File: src/rtl/calc_fe_pkg.sv
// Shared constants, types and decode functions of the calculator front end
package calc_fe_pkg;
  // Timing, all derived from the 250 MHz core clock
  localparam int    CLK_PERIOD_PS = 4000;
  localparam int    DIGIT_TIME_NS = 83000;
  localparam int    DIGIT_CYC     = DIGIT_TIME_NS * 1000 / CLK_PERIOD_PS;
  localparam int    BLANK_TIME_NS = 4500;
  localparam int    BLANK_CYC     = (BLANK_TIME_NS * 1000 + CLK_PERIOD_PS - 1) / CLK_PERIOD_PS;
  localparam int    CUTOFF_TIME_S = 35;
  localparam longint CUTOFF_CYC   = longint'(CUTOFF_TIME_S) * 64'h0000_00e8_d4a5_1000
                                    / longint'(CLK_PERIOD_PS);
  localparam int    ENTRY_WORDS   = 9;
  localparam int    RELEASE_WORDS = 16;

  // Geometry
  localparam int NUM_POS = 9;
  localparam int NUM_RET = 4;
  localparam int NUM_DIG = 8;

  // Number format and display codes
  localparam logic [3:0] NO_POINT  = 4'h f;
  localparam logic [3:0] MAX_CNT   = 4'h 8;
  localparam logic [3:0] ROUND_UP  = 4'h 5;
  localparam logic [6:0] SEG_BLANK = 7'h 00;
  localparam logic [6:0] SEG_MINUS = 7'h 40;

  typedef struct packed {
    logic                neg;
    logic [3:0]          cnt;   // Digits entered, left justified
    logic [3:0]          pt;    // Digits before the point, NO_POINT if none
    logic [7:0][3:0]     dig;   // dig[0] is the leftmost digit
  } num_t;

  typedef struct packed {
    logic [8:0] digit_en;       // One-hot, bit 0 is the leftmost position
    logic [6:0] segment_drive;  // Bit 0 segment_drive_first, bit 6 segment_drive_last
    logic       dp;
  } disp_t;

  typedef enum logic [4:0] {
    FN_DIGIT = 5'h 00, FN_POINT = 5'h 01, FN_CHS  = 5'h 02, FN_CLR    = 5'h 03,
    FN_ADD   = 5'h 04, FN_SUB   = 5'h 05, FN_MUL  = 5'h 06, FN_DIV    = 5'h 07,
    FN_EQ    = 5'h 08, FN_PCT   = 5'h 09, FN_MSTO = 5'h 0a, FN_MREC   = 5'h 0b,
    FN_MCLR  = 5'h 0c, FN_RATE  = 5'h 0d, FN_PER  = 5'h 0e, FN_XCHG   = 5'h 0f,
    FN_OTHER = 5'h 10, FN_NONE  = 5'h 11
  } fn_t;

  typedef enum logic [1:0] {
    Q_IDLE = 2'b00, Q_ENTRY = 2'b01, Q_HELD = 2'b10, Q_RELEASE = 2'b11
  } qual_state_t;

  // Key code is scan position times four plus return line
  function automatic fn_t key_fn(input logic [5:0] code);
    if (code < 6'h 0a) begin
      return FN_DIGIT;
    end
    unique case (code)
      6'h 0a: return FN_POINT;
      6'h 0b: return FN_CHS;
      6'h 0c: return FN_CLR;
      6'h 0d: return FN_ADD;
      6'h 0e: return FN_SUB;
      6'h 0f: return FN_MUL;
      6'h 10: return FN_DIV;
      6'h 11: return FN_EQ;
      6'h 12: return FN_PCT;
      6'h 13: return FN_MSTO;
      6'h 14: return FN_MREC;
      6'h 15: return FN_MCLR;
      6'h 16: return FN_RATE;
      6'h 17: return FN_PER;
      6'h 18: return FN_XCHG;
      default: return (code < 6'h 20) ? FN_OTHER : FN_NONE;
    endcase
  endfunction

  function automatic logic [6:0] seg7(input logic [3:0] d);
    unique case (d)
      4'h 0: return 7'h 3f;
      4'h 1: return 7'h 06;
      4'h 2: return 7'h 5b;
      4'h 3: return 7'h 4f;
      4'h 4: return 7'h 66;
      4'h 5: return 7'h 6d;
      4'h 6: return 7'h 7d;
      4'h 7: return 7'h 07;
      4'h 8: return 7'h 7f;
      4'h 9: return 7'h 6f;
      default: return SEG_BLANK;
    endcase
  endfunction
endpackage

File: src/rtl/key_qualifier.sv
// Key entry and release time-out qualifier, paced in word times
`timescale 1ns/10ps
`default_nettype none
module key_qualifier
  import calc_fe_pkg::*;
(
  // Clock and reset
  input  wire logic mclk,
  input  wire logic resetn,
  // Word pacing and key level seen over the last word
  input  wire logic word_tick,
  input  wire logic key_level,
  // Results
  output var  logic accept,
  output var  logic released
);
  qual_state_t state_r;
  logic [4:0]  cnt_r;

  always_ff @(posedge mclk or negedge resetn) begin
    if (!resetn) begin
      state_r  <= Q_IDLE;
      cnt_r    <= 5'h 00;
      accept   <= 1'b0;
      released <= 1'b0;
    end else begin
      accept   <= 1'b0;
      released <= 1'b0;
      if (word_tick) begin
        unique case (state_r)
          Q_IDLE: begin
            if (key_level) begin
              state_r <= Q_ENTRY;
              cnt_r   <= 5'h 01;
            end
          end
          Q_ENTRY: begin
            // Level checked every other word; a bad level restarts in idle
            if (cnt_r[0] && !key_level) begin  // see [RULE_15]
              state_r <= Q_IDLE;
              cnt_r   <= 5'h 00;
            end else if (cnt_r == 5'(ENTRY_WORDS - 1)) begin
              state_r <= key_level ? Q_HELD : Q_IDLE;  // see [RULE_15]
              accept  <= key_level;
              cnt_r   <= 5'h 00;
            end else begin
              cnt_r <= cnt_r + 5'h 01;
            end
          end
          Q_HELD: begin
            if (!key_level) begin
              state_r <= Q_RELEASE;
              cnt_r   <= 5'h 01;
            end
          end
          Q_RELEASE: begin
            if (cnt_r[0] && key_level) begin  // see [RULE_15]
              state_r <= Q_HELD;
              cnt_r   <= 5'h 00;
            end else if (cnt_r == 5'(RELEASE_WORDS - 1)) begin
              state_r  <= Q_IDLE;
              released <= 1'b1;  // see [RULE_15]
              cnt_r    <= 5'h 00;
            end else begin
              cnt_r <= cnt_r + 5'h 01;
            end
          end
        endcase
      end
    end
  end
endmodule
`default_nettype wire

File: src/rtl/calc_front_end.sv
// Calculator key scan, key qualification, working registers and display drive
`timescale 1ns/10ps
`default_nettype none
// Summary of operation
// [RULE_01] Reset clears every register including memory
// [RULE_02] Leftmost digit shows minus or leading point
// [RULE_03] Left justified, trailing fraction zeros unlit
// [RULE_04] Idle cutoff blanks numerals, lights all points
// [RULE_05] Thirty-two keys on four returns, nine scans
// [RULE_06] Six working registers held
// [RULE_07] Memory changes only through memory keys
// [RULE_08] Floating entry; terminators round to two places
// [RULE_09] Ready output reports idle or busy
// [RULE_10] Word time is nine digit times
// [RULE_11] Each digit enabled one digit time
// [RULE_12] Segments blanked between digit times
// [RULE_13] Entry and release time-outs bounded
// [RULE_14] Rate and period registers for finance
// [RULE_15] Nine words entry, sixteen release, restart
// [RULE_16] Ready low from accept until release
// [RULE_17] Overflow or divide by zero shows error
// [RULE_18] Fixed scan order, returns sampled each digit
// [RULE_19] Key press ends cutoff, restarts timer
module calc_front_end
  import calc_fe_pkg::*;
#(
  parameter int     DIGIT_CYC_P  = DIGIT_CYC,
  parameter int     BLANK_CYC_P  = BLANK_CYC,
  parameter longint CUTOFF_CYC_P = CUTOFF_CYC
) (
  // Clock and power-on clear
  input  wire logic             mclk,
  input  wire logic             resetn,
  // Key matrix returns, bit 0 key_return_line_first, bit 3 key_return_line_last
  input  wire logic [3:0]       key_return,
  // Display drive
  output var  disp_t            disp,
  // Status
  output var  logic             ready
);
  localparam int CYC_W = $clog2(DIGIT_CYC_P + 1);

  logic [3:0]       ks1_r, ks2_r, ks3_r, keys_r;
  logic [CYC_W-1:0] cyc_r;
  logic [3:0]       pos_r;
  logic             digit_end, word_tick;
  logic             hit_r, word_hit_r;
  logic [5:0]       code_r, word_code_r, key_code_r;
  logic             accept, released, exec_r, poc_r;
  num_t             x_r, y_r, a_r, i_r, n_r, m_r;
  logic             entering_r, err_r, cutoff_r;
  logic [63:0]      idle_cnt_r;
  fn_t              fn;
  num_t             x_round;
  logic             round_ovf, div_zero, lit_sel;
  logic [3:0]       lit_cnt, k;

  // Returns pass three flops; a change counts once the last two agree
  always_ff @(posedge mclk or negedge resetn) begin
    if (!resetn) begin
      ks1_r  <= 4'h 0;
      ks2_r  <= 4'h 0;
      ks3_r  <= 4'h 0;
      keys_r <= 4'h 0;
    end else begin
      ks1_r <= key_return;
      ks2_r <= ks1_r;
      ks3_r <= ks2_r;
      if (ks2_r == ks3_r) begin
        keys_r <= ks3_r;
      end
    end
  end

  // Digit and word timing
  assign digit_end = (cyc_r == CYC_W'(DIGIT_CYC_P - 1));
  assign word_tick = digit_end && (pos_r == 4'(NUM_POS - 1));  // see [RULE_10]

  always_ff @(posedge mclk or negedge resetn) begin
    if (!resetn) begin
      cyc_r <= '0;
      pos_r <= 4'h 0;
    end else if (digit_end) begin  // see [RULE_11]
      cyc_r <= '0;
      pos_r <= word_tick ? 4'h 0 : pos_r + 4'h 1;  // see [RULE_18]
    end else begin
      cyc_r <= cyc_r + CYC_W'(1);
    end
  end

  // Locate a closed key during the word; lowest position and line wins
  always_ff @(posedge mclk or negedge resetn) begin
    if (!resetn) begin
      hit_r       <= 1'b0;
      code_r      <= 6'h 00;
      word_hit_r  <= 1'b0;
      word_code_r <= 6'h 00;
    end else if (digit_end) begin  // see [RULE_18]
      if (word_tick) begin
        word_hit_r  <= hit_r || (keys_r != 4'h 0);
        word_code_r <= hit_r ? code_r : {pos_r[3:0], 2'b00} + 6'(first_line(keys_r));
        hit_r       <= 1'b0;
      end else if (!hit_r && keys_r != 4'h 0) begin
        hit_r  <= 1'b1;
        code_r <= {pos_r[3:0], 2'b00} + 6'(first_line(keys_r));  // see [RULE_05]
      end
    end
  end

  function automatic logic [1:0] first_line(input logic [3:0] r);
    logic [1:0] l;
    l = 2'd3;
    for (int j = NUM_RET - 1; j >= 0; j--) begin
      if (r[j]) begin
        l = 2'(j);
      end
    end
    return l;
  endfunction

  key_qualifier u_qual (  // see [RULE_13]
    .mclk      (mclk),
    .resetn    (resetn),
    .word_tick (word_tick),
    .key_level (word_hit_r),
    .accept    (accept),
    .released  (released)
  );

  always_ff @(posedge mclk or negedge resetn) begin
    if (!resetn) begin
      key_code_r <= 6'h 00;
      exec_r     <= 1'b0;
    end else begin
      exec_r <= accept && !err_r && !poc_r;
      if (accept) begin
        key_code_r <= word_code_r;
      end
    end
  end

  assign fn       = exec_r ? key_fn(key_code_r) : FN_NONE;
  assign div_zero = (fn == FN_DIV) && (lit_count(x_r) == 4'h 0);

  // Round to two places after the point, carry may overflow
  always_comb begin
    logic [3:0] keep;
    logic       up;
    keep      = x_r.pt + 4'h 2;
    up        = 1'b0;
    x_round   = x_r;
    if (x_r.pt != NO_POINT && x_r.cnt > keep) begin  // see [RULE_08]
      up          = (x_r.dig[keep[2:0]] >= ROUND_UP);
      x_round.cnt = keep;
      for (int j = NUM_DIG - 1; j >= 0; j--) begin
        if (4'(j) < keep && up) begin
          if (x_r.dig[j] == 4'h 9) begin
            x_round.dig[j] = 4'h 0;
          end else begin
            x_round.dig[j] = x_r.dig[j] + 4'h 1;
            up = 1'b0;
          end
        end
      end
    end
    round_ovf = up;
  end

  // Digits lit after dropping trailing zeros behind the point
  function automatic logic [3:0] lit_count(input num_t v);
    logic [3:0] c;
    c = v.cnt;
    for (int j = NUM_DIG - 1; j >= 0; j--) begin
      if (v.pt != NO_POINT && 4'(j) + 4'h 1 == c && 4'(j) >= v.pt && v.dig[j] == 4'h 0) begin
        c = c - 4'h 1;  // see [RULE_03]
      end
    end
    return c;
  endfunction

  // Working registers; memory lives in its own process
  always_ff @(posedge mclk or negedge resetn) begin
    if (!resetn) begin  // see [RULE_01]
      x_r        <= '0;
      y_r        <= '0;
      a_r        <= '0;
      i_r        <= '0;
      n_r        <= '0;
      entering_r <= 1'b0;
    end else if (fn != FN_NONE) begin  // see [RULE_06]
      entering_r <= (fn == FN_DIGIT) || (fn == FN_POINT);
      unique case (fn)
        FN_DIGIT: begin
          if (!entering_r) begin
            x_r        <= '0;
            x_r.pt     <= NO_POINT;
            x_r.cnt    <= 4'h 1;
            x_r.dig[0] <= key_code_r[3:0];
          end else if (x_r.cnt < MAX_CNT) begin
            x_r.dig[x_r.cnt[2:0]] <= key_code_r[3:0];
            x_r.cnt <= x_r.cnt + 4'h 1;
          end
        end
        FN_POINT: begin
          if (!entering_r) begin
            x_r <= '0;
          end else begin
            x_r.pt <= x_r.cnt;
          end
        end
        FN_CHS:  x_r.neg <= ~x_r.neg;
        FN_CLR: begin
          x_r <= '0;
          if (!entering_r) begin
            y_r <= '0;
            a_r <= '0;
          end
        end
        FN_ADD, FN_SUB: a_r <= x_r;
        FN_MUL:  y_r <= x_r;
        FN_DIV:  y_r <= div_zero ? y_r : x_r;
        FN_EQ, FN_PCT: x_r <= round_ovf ? '0 : x_round;  // see [RULE_08]
        FN_MREC: x_r <= m_r;
        FN_RATE: i_r <= x_r;  // see [RULE_14]
        FN_PER:  n_r <= x_r;  // see [RULE_14]
        FN_XCHG: begin
          x_r <= y_r;
          y_r <= x_r;
        end
        default: ;
      endcase
    end
  end

  always_ff @(posedge mclk or negedge resetn) begin
    if (!resetn) begin
      m_r <= '0;  // see [RULE_01]
    end else if (fn == FN_MSTO) begin  // see [RULE_07]
      m_r <= x_r;
    end else if (fn == FN_MCLR) begin
      m_r <= '0;
    end
  end

  // Error indication, cleared by the next accepted key
  always_ff @(posedge mclk or negedge resetn) begin
    if (!resetn) begin
      err_r <= 1'b0;
    end else if (div_zero || ((fn == FN_EQ || fn == FN_PCT) && round_ovf)) begin
      err_r <= 1'b1;  // see [RULE_17]
    end else if (accept) begin
      err_r <= 1'b0;  // see [RULE_17]
    end
  end

  // Ready and power-on clear; no key is taken until clearing is done
  always_ff @(posedge mclk or negedge resetn) begin
    if (!resetn) begin
      poc_r <= 1'b1;
      ready <= 1'b0;
    end else begin
      poc_r <= 1'b0;  // see [RULE_01]
      if (poc_r || released) begin
        ready <= 1'b1;  // see [RULE_16]
      end else if (accept) begin
        ready <= 1'b0;  // see [RULE_09]
      end
    end
  end

  // Inactivity cutoff
  always_ff @(posedge mclk or negedge resetn) begin
    if (!resetn) begin
      idle_cnt_r <= 64'h 0000_0000_0000_0000;
      cutoff_r   <= 1'b0;
    end else if (accept) begin
      idle_cnt_r <= 64'h 0000_0000_0000_0000;  // see [RULE_19]
      cutoff_r   <= 1'b0;  // see [RULE_19]
    end else if (idle_cnt_r == 64'(CUTOFF_CYC_P - 1)) begin
      cutoff_r <= 1'b1;  // see [RULE_04]
    end else begin
      idle_cnt_r <= idle_cnt_r + 64'h 0000_0000_0000_0001;
    end
  end

  // Display drive for the position being scanned
  assign k       = pos_r - 4'h 1;
  assign lit_cnt = lit_count(x_r);
  assign lit_sel = (k < lit_cnt) || (lit_cnt == 4'h 0 && k == 4'h 0);

  always_ff @(posedge mclk or negedge resetn) begin
    if (!resetn) begin
      disp <= '0;
    end else begin
      disp.digit_en <= 9'(1) << pos_r;  // see [RULE_11]
      if (cyc_r < CYC_W'(BLANK_CYC_P)) begin
        disp.segment_drive <= SEG_BLANK;  // see [RULE_12]
        disp.dp            <= 1'b0;
      end else if (cutoff_r) begin
        disp.segment_drive <= SEG_BLANK;  // see [RULE_04]
        disp.dp            <= 1'b1;
      end else if (err_r) begin
        disp.segment_drive <= seg7(4'h 0);  // see [RULE_17]
        disp.dp            <= 1'b1;
      end else if (pos_r == 4'h 0) begin
        disp.segment_drive <= x_r.neg ? SEG_MINUS : SEG_BLANK;  // see [RULE_02]
        disp.dp            <= (x_r.pt == 4'h 0);  // see [RULE_02]
      end else begin
        disp.segment_drive <= lit_sel ? seg7(x_r.dig[k[2:0]]) : SEG_BLANK;  // see [RULE_03]
        disp.dp            <= (x_r.pt != NO_POINT) && (x_r.pt == pos_r);
      end
    end
  end
endmodule
`default_nettype wire

File: config.mk
export PLATFORM = sky130hd
export DESIGN_NAME = calc_front_end
export DESIGN_NICKNAME = d
export VERILOG_FILES = /design/src/rtl/calc_fe_pkg.sv /design/src/rtl/key_qualifier.sv /design/src/rtl/calc_front_end.sv
export SDC_FILE = /design/constraint.sdc
export NUM_CORES = 1
export LEC_CHECK = 0
export ABC_AREA = 1
export BUFFER_PORTS_ARGS = -buffer_cell sky130_fd_sc_hd__clkbuf_2
export CORE_MARGIN = 2
export CORE_UTILIZATION = 40
export CTS_CLUSTER_SIZE = 10
export DETAILED_ROUTE_END_ITERATION = 12
export GPL_TIMING_DRIVEN = 1
export HOLD_SLACK_MARGIN = 0.06
export SKIP_CTS_REPAIR_TIMING = 1
export SYNTH_ARGS = -nofsm -noshare
export SYNTH_HDL_FRONTEND = slang
export SYNTH_HIERARCHICAL = 1
export SYNTH_SLANG_ARGS = --single-unit
File: constraint.sdc
create_clock -name mclk -period 10.5 [get_ports mclk]
set_clock_uncertainty 0.05 [all_clocks]
set_input_delay 1.05 -clock mclk [delete_from_list [all_inputs] [get_ports mclk]]
set_output_delay 1.05 -clock mclk [all_outputs]
set_load 0.05 [all_outputs]
==> impl_results.md, run 1 <==
- Status: finished, violations left
- Failing checks: max-capacitance violations, max-slew violations
- Synthesized area per cell: approximately 7.8 sq um
- Compound-Gate Fraction of Synth Area: 18.1%
- Synth async-reset ratio: 100%
- Synth Area in Adders: under 10%
- Syn nets: approximately 2,200
- Slew HR: -83.5%
- Count leader, synth: nand2_1
- Routed met2 length: between 20,000 and 25,000 microns
- Num CTS Buffers: 35
- Crit end category: flip-flop
- Die X: roughly 210 microns
- DR top layer: met4
- Critical path type: reg -> reg
- Leak: between 8 and 9 nW
- Unrepaired setup endpoints after global routing: no
- H-tree levels: 2
- Clock Latency Late Sink: 0.53 ns
- Avg Vias per Cell: ~5.7
- #FFs+latches synth: 274
- Crit path max fanout: 11
- All-Layer GR Usage: 21.6%
- Largest family of logic cells by synthesized area: simple AND/OR/NAND/NOR gates
- Cell area after synthesis: 0.0167 sq mm
- Crit path buf inv count: 10
- Total gr overflow: 0
- XOR/XNOR Fraction of Synth Area: roughly 1.4%
- Fillers: around 4,200
- Synth area leaders: dfrtp_1, nand2_1, inv_1
- CP delay by family, top: simple AND/OR/NAND/NOR gates
- Fin crit share: 90.0%
- Distinct cells, synth: 63
- WL/cell: approximately 18 microns
- Multiplexer share of the synthesized area: less than 1%
- Port Buffers: 23
- Layout Area Growth over Synthesis: 10.6%
- Fin. max-slew vios: 9
- Post-synth EDFFs: 0
- Post-route DRC: 0
- Setup Viol. Count Final: 0
- Worst IR Drop VDD: 0.106 mV
- P per Cell Area: around 120 mW/mm^2
- Core Region: 0.0411 sq mm
- CTS Buffer Depth: 3
- Initial antenna violation count: 0
- Synth Area in Simple Gates: between 20% and 30%
- Pin count of the biggest net entering global routing: between 80 and 90
- Share of post-route cells with drive strength above 1: 10.6%
- CP Data Arrival Time: approximately 9.8 ns
- Iter 0 DRT Violations: ~1,500
- CTS Root Cell: clkbuf_16
- Slew @ Worst Pin: about 2.7 ns
- Minimum clock period: between 9 and 10 ns
- Cell repeated most along the worst path: nand2_1
- Vias in the first global route: ~15,000
- DR WL met3: 4150 microns
- Nets@finish: around 2,200
- Area taken by multi-input logic gates: approximately 0.0085 sq mm
- Post-synth top area share: between 40% and 50%
- Warnings from Yosys: 6
- Die boundary height: 209 microns
- First-pass GRT wire length: a little under 80,000 microns
- Initial Util: between 40% and 50%
- Synth cell count leaders: nand2_1, dfrtp_1, inv_1
- Max Cap Violations: 1
- FF+latch area: 0.00686 sq mm
- Detailed placement HPWL: ~33,000 microns
- Post-synth top flop: dfrtp_1
- Antenna Nets Post-Route: 0
- RD Place Congestion: between 0.9 and 1
- Crit start category: flip-flop
- Fin Setup TNS: 0 ns
- Cells after Synth: around 2,100
- Maximum clock frequency: between 0.1 and 0.15 GHz
- # clock sinks: between 200 and 300
- Fin Hold WS: slightly below 0.3 ns
- First drt pass iteration count: 6
- FP Rows: 74
- Hold Crit Class: reg -> reg
- Slowest CP cell: dfrtp_1
- Vias: 15,400
- CP peak stage delay: approximately 0.46 ns
- ANT cells: 0
- IO Count: 24
- CP required: approximately 11 ns
- Area leader, netlist: dfrtp_1
- Post-synthesis sequential area ratio: between 40% and 50%
- Total routed wirelength: around 50,000 microns
- CTS tree: done
- Final Hold Vio Count: 0
- Met1 Wirelength: 22,200 microns
- Clock slew at reported path FFs: 0.06 ns
- Die area: between 0.04 and 0.05 sq mm
-- power breakdown --
part	total [mW]	internal, mW	switching, mW	leakage, nW
Combinational	0.0402	0.0104	0.0298	3.89
Sequential	1.07	1.07	0.00631	3.75
Clock	1.13	0.662	0.464	0.509
Total	2.24	1.74	0.500	8.15
-- cells by family (layout without fill, tap and decap cells) --
family / Yosys count / count (layout)
flip-flops: 274 / 274
XOR/XNOR: 27 / 27
buffers and inverters: 356 / 377
other: 1 / 1
AND/OR/NAND/NOR: 927 / 934
AO/OA/AOI/OAI: 491 / 491
multiplexers: 3 / 3
adder cells (fa/ha/maj): 67 / 67
-- per-layer routing --
| layer | global-route usage, % | up-vias |
|---|---|---|
| met5 | 0 | - |
| met3 | 3.55 | 122 |
| met1 | 30.4 | 7345 |
| met4 | 7.09 | 0 |
| met2 | 34.1 | 636 |
| li1 | - | 7322 |
-- cell usage in the layout (no fill, tap or decap), types with 4 or more instances in the layout --
cell type | Yosys | layout
inv_1 | 264 | 262
clkbuf_8 | 0 | 4
clkbuf_2 | 0 | 22
a31oi_1 | 9 | 9
xnor2_1 | 12 | 12
nor4_1 | 41 | 40
nor3b_1 | 4 | 4
a22oi_1 | 37 | 37
clkbuf_1 | 48 | 6
a211oi_1 | 29 | 29
nor3_4 | 3 | 4
buf_4 | 1 | 15
clkbuf_16 | 0 | 35
buf_12 | 0 | 5
nand2_2 | 39 | 42
nand3_2 | 7 | 8
inv_2 | 10 | 11
o2111ai_1 | 6 | 6
nand2_1 | 365 | 366
a32oi_1 | 17 | 17
nand2_4 | 2 | 5
xor2_1 | 15 | 15
nor2_2 | 5 | 6
o211ai_1 | 11 | 11
dfrtp_1 | 273 | 271
o31ai_1 | 9 | 9
o21ai_1 | 7 | 9
nand4_1 | 42 | 42
nor3_1 | 57 | 55
a21oi_1 | 109 | 109
o21ai_0 | 185 | 183
clkinv_1 | 8 | 8
ha_1 | 67 | 67
nand3_1 | 154 | 153
nor2_1 | 191 | 190
o22ai_1 | 9 | 9
o21ai_2 | 43 | 43
-- through the flow --
step	setup slack [ns]	cells	utilization (%)	area, sq um	power [mW]
after global placement	1.41	2641	42.0	17300	1.13
final	1.05	2706	45.0	18500	2.24
after global routing	0.0340	2706	45.0	18500	2.32
after floorplan	2.32	2146	-	16700	1.10
after detailed placement	0.622	2641	42.0	17300	1.13
after CTS	0.596	2691	44.5	18300	2.26
-- registers in the layout, summed over array words and instances (netlist names), 2 cells and up, named ones only --
register	count
code_r	6
cyc_r	15
disp	17
idle_cnt_r	64
key_code_r	6
keys_r	4
ks1_r	4
ks2_r	4
ks3_r	4
m_r	41
pos_r	4
u_qual/cnt_r	5
u_qual/state_r	2
word_code_r	6
x_r	37
y_r	41
-- cell type report --
class	instances	area share (%)
Multi-Input combinational cell	1523	46.1
Sequential cell	274	37.1
Inverter	284	5.80
Clock buffer	45	5.15
Tap cell	532	3.60
Timing Repair Buffer	43	1.82
Clock inverter	5	0.507
-- path summary, 6_finish.rpt --
kind                       startpoint        endpoint  slack [ns]  depth (start not counted)
setup / recovery              x_r[28]         y_r[32]        1.05                         62
hold / removal               ks1_r[0]        ks2_r[0]        0.30                          0
setup reg to reg              x_r[28]         y_r[32]        1.05                         62
hold reg to reg              ks1_r[0]        ks2_r[0]        0.30                          0
max in group asynchronous      resetn         x_r[37]        8.58                          2
min in group asynchronous      resetn  idle_cnt_r[31]        0.41                          1
No activity file was read; power rests on OpenSTA's default activity.
==> run 2, diff against run 1 <==
SYNTH_HIERARCHICAL = not set   (was 1)
==> run 2 against run 1 <==
  * The run now ends clean
  * Flip-flop and latch count is the same
  * First-iteration DRC count shrank 11%
  * Worst setup slack gained 0.12 ns
  * Final cell count grew 0.92%
  * Die area grew 0.20%
  * Clock power grew 5%
  * Non-clock buffer count shrank 5
  * Power grew 2.9%
  * Count of clock-buffer cells in the layout grew 7
  * Utilization shrank 0.71 points
  * Critical path depth shrank 4
==> impl_results.md, run 2 <==
- Clock Latency Late Sink: 0.55 ns (was 0.53 ns)
- CTS tree: done (unchanged)
- Unrepaired setup endpoints after global routing: no (unchanged)
- Area taken by multi-input logic gates: 0.00852 sq mm (was 0.00853 sq mm)
- Cells after Synth: 2,166 (was 2,146)
- Post-route DRC: 0 (unchanged)
- #FFs+latches synth: 274 (unchanged)
- Initial Util: 40.3% (was 40.7%)
- Antenna Nets Post-Route: 0 (unchanged)
- Synth cell count leaders: nand2_1, dfrtp_1, inv_1 (unchanged)
- Fin Setup TNS: 0 ns (unchanged)
- Clock slew at reported path FFs: 0.06 ns (about the same)
- Num CTS Buffers: 36 (was 35)
- RD Place Congestion: 0.939 (was 0.932)
- IO Count: 24 (unchanged)
- Cell area after synthesis: 0.0168 sq mm (was 0.0167 sq mm)
- Port Buffers: 23 (unchanged)
- Most flop-heavy register: idle_cnt_r (unchanged)
- Fin crit share: 88.9% (was 90.0%)
- Final setup margin: 1.17 ns (was 1.05 ns)
- # clock sinks: 274 (unchanged)
- Layout Utilization: 44.3% (was 45.0%)
- Nets@finish: 2,244 (was 2,234)
- H-tree levels: 2 (unchanged)
- Avg Vias per Cell: 5.52 (was 5.70)
- Fin. max-slew vios: 0 (was 9)
- WL/cell: 17.9 microns (was 18.4 microns)
- All-Layer GR Usage: 22.8% (was 21.6%)
- Place WS: 0.686 ns (was 0.622 ns)
- Maximum clock frequency: 0.107 GHz (was 0.106 GHz)
- CP required: 10.94 ns (was 10.88 ns)
- First-pass GRT wire length: 79,500 microns (was 77,100 microns)
- Vias: 15,100 (was 15,400)
- Critical path type: reg -> reg (unchanged)
- Slew HR: 22.3% (was -83.5%)
- Post-synth EDFFs: 0 (unchanged)
- Worst IR Drop VDD: 0.112 mV (was 0.106 mV)
- R2r setup slk: 1.17 ns (was 1.05 ns)
- CTS Root Cell: clkbuf_16 (unchanged)
- Setup Viol. Count Final: 0 (unchanged)
- FF+latch area: 0.00686 sq mm (about the same)
- Status: complete, no violations (was finished, violations left)
- Synth async-reset ratio: 100% (unchanged)
- Number of flip-flops under the largest register name: 64 (unchanged)
- Max Cap Violations: 0 (was 1)
- Share of post-route cells with drive strength above 1: 10.2% (was 10.6%)
- Die area: 0.0436 sq mm (was 0.0435 sq mm)
- Commonest non-fill, non-tap cell in the layout: nand2_1 (unchanged)
- Leak: 8.37 nW (was 8.15 nW)
- FP Rows: 75 (was 74)
- CP peak stage delay: 0.51 ns (was 0.46 ns)
- CP Data Arrival Time: 9.77 ns (was 9.83 ns)
- Die boundary height: 209 microns (about the same)
- Final Hold Vio Count: 0 (unchanged)
- Syn nets: 2,239 (was 2,219)
- Finished Layout Cells: 2,731 (was 2,706)
- P per Cell Area: 125 mW/mm^2 (was 121 mW/mm^2)
- Crit end category: flip-flop (unchanged)
- Crit start category: flip-flop (unchanged)
- Post-synth top flop: dfrtp_1 (unchanged)
- Core Region: 0.0417 sq mm (was 0.0411 sq mm)
- Most frequent cells in the layout: nand2_1, dfrtp_1, inv_1 (unchanged)
- Initial antenna violation count: 0 (unchanged)
- Crit path max fanout: 29 (was 11)
- Iter 0 DRT Violations: 1,354 (was 1,527)
- Inst Count DP: 2,672 (was 2,641)
- Fillers: 4,267 (was 4,183)
- Slew @ Worst Pin: 1.16 ns (was 2.74 ns)
- Total routed wirelength: 48,900 microns (was 49,700 microns)
- Detailed placement HPWL: 34,900 microns (was 33,000 microns)
- Area leader, netlist: dfrtp_1 (unchanged)
- Synth area leaders: dfrtp_1, nand2_1, o21ai_0 (was dfrtp_1, nand2_1, inv_1)
- Post-synth top area share: 40.7% (was 40.8%)
- Minimum clock period: 9.33 ns (was 9.45 ns)
- Regs by FF count: idle_cnt_r (64), m_r (41), y_r (41) (unchanged)
- Total gr overflow: 0 (unchanged)
- Vias in the first global route: 14,500 (was 14,600)
- First drt pass iteration count: 7 (was 6)
- Warnings from Yosys: 0 (was 6)
- Pin count of the biggest net entering global routing: 93 (was 83)
- Post-synthesis sequential area ratio: 40.9% (was 41.0%)
- Layout Area Growth over Synthesis: 10.1% (was 10.6%)
- Count leader, synth: nand2_1 (unchanged)
- Slowest CP cell: dfrtp_1 (unchanged)
- Synthesized area per cell: 7.75 sq um (was 7.80 sq um)
- ANT cells: 0 (unchanged)
- Hold Crit Class: reg -> reg (unchanged)
- CTS Buffer Depth: 3 (unchanged)
- Distinct cells, synth: 62 (was 63)
- Die X: 209 microns (about the same)
run 2: routing by layer:
metal  vias up  track usage (%)  wire length, microns
li1       7318                -                     -
met1      7194             32.1                 22300
met2       498             35.4                 21800
met3        77             4.39                  3760
met4         0             6.87                  1100
met5         -                0                     0
run 2: worst paths after layout:
path / start / to / depth (start not counted)
worst min register to register: ks1_r[1] / ks2_r[1] / 0
max in group asynchronous: resetn / y_r[34] / 3
worst min-delay path: ks1_r[1] / ks2_r[1] / 0
worst max register to register: x_r[36] / y_r[10] / 58
min in group asynchronous: resetn / idle_cnt_r[36] / 1
worst max-delay path: x_r[36] / y_r[10] / 58
run 2: worst max-delay path: cells and delay by family, from the launching register on:
family                   cells  cell delay (ns)
adder cells (fa/ha/maj)      8             1.34
AO/OA/AOI/OAI                3             0.37
AND/OR/NAND/NOR             40             6.08
flip-flops                   1             0.51
buffers and inverters        7             0.92
run 2: cells by family after synthesis:
family                   after synthesis  synth area share (%)
other                                  1                0.0223
multiplexers                           5                 0.328
flip-flops                           274                  40.9
adder cells (fa/ha/maj)               67                  5.00
buffers and inverters                352                  8.62
AND/OR/NAND/NOR                      956                  26.5
XOR/XNOR                              33                  1.72
AO/OA/AOI/OAI                        478                  16.9
run 2: cell type report:
class	count	share of cell area [%]
multi-input cells	1540	46.1
flip-flops and latches	274	37.1
inverters	281	5.76
clock buffers	52	5.42
well taps	539	3.65
repair buffers	38	1.35
clock inverters	7	0.576
run 2: metrics by stage:
stage | area [sq um] | total power [mW] | hold slack, ns
2_1_floorplan | 16800 | 1.10 | 0.281
3_3_place_gp | 17300 | 1.13 | 0.289
3_5_place_dp | 17300 | 1.13 | 0.286
4_1_cts | 18400 | 2.34 | 0.303
5_1_grt | 18500 | 2.39 | 0.316
6_report | 18500 | 2.30 | 0.301
run 2: where the power goes:
group / internal [mW] / switching [mW] / leakage [nW]
Combinational: 0.00975 / 0.0321 / 4.08
Sequential: 1.07 / 0.00545 / 3.75
Clock: 0.710 / 0.480 / 0.535
Total: 1.79 / 0.517 / 8.37
==> run 3, diff against run 2 <==
CORE_ASPECT_RATIO = 1.2   (was not set)
==> run 3 against run 2 <==
  * The flow now finishes with violations (max-capacitance violations)
  * Sequential share of layout area up 0.27 points
  * Combinational power down 1%
  * First-iteration DRC count down 8.8%
  * Global-route usage up 0.88 points
  * Final cell count down 0.29%
  * Critical endpoint is now y_r[24]
==> impl_results.md, run 3 (synthesized netlist as in run 2, its figures left out) <==
- Nets@finish: 2,240 (was 2,244)
- Crit end category: flip-flop (unchanged)
- R2R Path Start: x_r[36] (unchanged)
- Slew HR: 0.974% (was 22.3%)
- Setup Viol. Count Final: 0 (unchanged)
- Slew @ Worst Pin: 1.48 ns (was 1.16 ns)
- Die area: 0.0436 sq mm (about the same)
- Antenna Nets Post-Route: 0 (unchanged)
- Crit path to: y_r[24] (was y_r[10])
- Sw frac: 22.1% (was 22.5%)
- Port Buffers: 23 (unchanged)
- All-Layer GR Usage: 23.6% (was 22.8%)
- CTS Buffer Depth: 3 (unchanged)
- Status: finished, violations left (was complete, no violations)
- CTS tree: done (unchanged)
- Worst IR Drop VDD: 0.110 mV (was 0.112 mV)
- Layout Area Growth over Synthesis: 9.31% (was 10.1%)
- Crit start category: flip-flop (unchanged)
- Reg2Reg Depth: 57 (was 58)
- Initial antenna violation count: 1 (was 0)
- Die X: 191 microns (was 209 microns)
- Most flop-heavy register: idle_cnt_r (unchanged)
- Share of post-route cells with drive strength above 1: 9.92% (was 10.2%)
- Minimum clock period: 9.68 ns (was 9.33 ns)
- ANT cells: 0 (unchanged)
- Sequential share of power: 48.8% (was 46.5%)
- Final Hold Vio Count: 0 (unchanged)
- P per Cell Area: 120 mW/mm^2 (was 125 mW/mm^2)
- First drt pass iteration count: 6 (was 7)
- Slowest CP cell: dfrtp_1 (unchanged)
- Net switching power: 0.485 mW (was 0.517 mW)
- Die boundary height: 228 microns (was 209 microns)
- Maximum clock frequency: 0.103 GHz (was 0.107 GHz)
- Commonest non-fill, non-tap cell in the layout: nand2_1 (unchanged)
- FP Rows: 82 (was 75)
- # clock sinks: 274 (unchanged)
- Crit path max fanout: 46 (was 29)
- Num CTS Buffers: 34 (was 36)
- Clock slew at reported path FFs: 0.07 ns (was 0.06 ns)
- First-pass GRT wire length: 82,000 microns (was 79,500 microns)
- Regs by FF count: idle_cnt_r (64), m_r (41), y_r (41) (unchanged)
- Unrepaired setup endpoints after global routing: no (unchanged)
- Leak: 8.30 nW (was 8.37 nW)
- Layout Utilization: 44.1% (was 44.3%)
- CP Data Arrival Time: 10.02 ns (was 9.77 ns)
- Number of flip-flops under the largest register name: 64 (unchanged)
- RD Place Congestion: 0.939 (about the same)
- Fin crit share: 92.2% (was 88.9%)
- CTS Root Cell: clkbuf_16 (unchanged)
- CP peak stage delay: 0.54 ns (was 0.51 ns)
- Cell repeated most along the worst path: ha_1
- WL/cell: 18.7 microns (was 17.9 microns)
- Vias: 15,100 (about the same)
- Fin. max-slew vios: 0 (unchanged)
- Detailed placement HPWL: 35,600 microns (was 34,900 microns)
- IO Count: 24 (unchanged)
- Hold Crit Class: reg -> reg (unchanged)
- Core Region: 0.0416 sq mm (was 0.0417 sq mm)
- H-tree levels: 2 (unchanged)
- Vias in the first global route: 14,900 (was 14,500)
- Initial Util: 40.4% (was 40.3%)
- Critical path type: reg -> reg (unchanged)
- Iter 0 DRT Violations: 1,235 (was 1,354)
- Max Cap Violations: 1 (was 0)
- Critical R2R Capture: y_r[24] (was y_r[10])
- Pin count of the biggest net entering global routing: 168 (was 93)
- Fin Setup TNS: 0 ns (unchanged)
- Most frequent cells in the layout: nand2_1, dfrtp_1, inv_1 (unchanged)
- Total gr overflow: 0 (unchanged)
- Failing checks: max-capacitance violations
- Post-route DRC: 0 (unchanged)
- Gate power share: 1.9% (was 1.8%)
- Critical Path Start: x_r[36] (unchanged)
- Avg Vias per Cell: 5.56 (was 5.52)
- CP required: 10.84 ns (was 10.94 ns)
- Total routed wirelength: 50,900 microns (was 48,900 microns)
- R2r setup slk: 0.82 ns (was 1.17 ns)
- Clock Latency Late Sink: 0.53 ns (was 0.55 ns)
- Clock power share: 49.4% (was 51.7%)
- Int Power: 1.71 mW (was 1.79 mW)
-- run 3: per-stage QoR --
stage | worst slack [ns] | std cells | hold slack (ns) | area [sq um] | power, mW
after global routing | 0.0286 | 2723 | 0.302 | 18300 | 2.28
after floorplan | 2.27 | 2166 | 0.281 | 16800 | 1.10
after CTS | 0.498 | 2722 | 0.296 | 18300 | 2.23
final | 0.820 | 2723 | 0.295 | 18300 | 2.20
after detailed placement | 0.553 | 2676 | 0.290 | 17300 | 1.13
after global placement | 1.25 | 2676 | 0.285 | 17300 | 1.13
-- run 3: final cells by class --
class                      count  area (sq um)
inverter                     281          1070
clock inverter                 4          48.8
clock buffer                  42           922
sequential                   274          6860
tap                          546           683
multi-input combinational   1541          8520
fill                        4206         23200
timing repair buffer          35           240
-- run 3: per-layer routing --
| layer | GRT usage, % | vias up | part of all wire, % |
|---|---|---|---|
| met1 | 32.2 | 7259 | 45 |
| met5 | 0 | - | 0.029 |
| met4 | 9.79 | 2 | 4.0 |
| li1 | - | 7301 | - |
| met2 | 37.5 | 456 | 46 |
| met3 | 3.56 | 121 | 5.5 |
-- run 3: worst min-delay path by stage --
stage	slack [ns]	endpoint	startpoint	cells past startpoint
after floorplan	0.28	ks2_r[0]	ks1_r[0]	0
after global placement	0.29	ks2_r[0]	ks1_r[0]	0
after detailed placement	0.29	ks2_r[3]	ks1_r[3]	0
after CTS	0.30	ks2_r[1]	ks1_r[1]	0
after global routing	0.30	ks2_r[3]	ks1_r[3]	0
final	0.30	ks2_r[1]	ks1_r[1]	0
-- run 3: power groups by stage --
| stage | clock (mW) | combinational (mW) | sequential (mW) |
|---|---|---|---|
| floorplan | 0 | 0.0134 | 1.09 |
| global placement | 0 | 0.0435 | 1.09 |
| detailed placement | 0 | 0.0442 | 1.09 |
| CTS | 1.12 | 0.0442 | 1.07 |
| global route | 1.16 | 0.0488 | 1.07 |
| finish | 1.08 | 0.0412 | 1.07 |
-- run 3: worst max-delay path, delay by kind of cell (launching register included) --
kind	cells	cell delay, ns
AOI/OAI and AO/OA	3	0.43
and+or+nand+nor	39	6.30
adders and majority gates	8	1.32
buffers and inverters	7	0.86
DFF	1	0.54
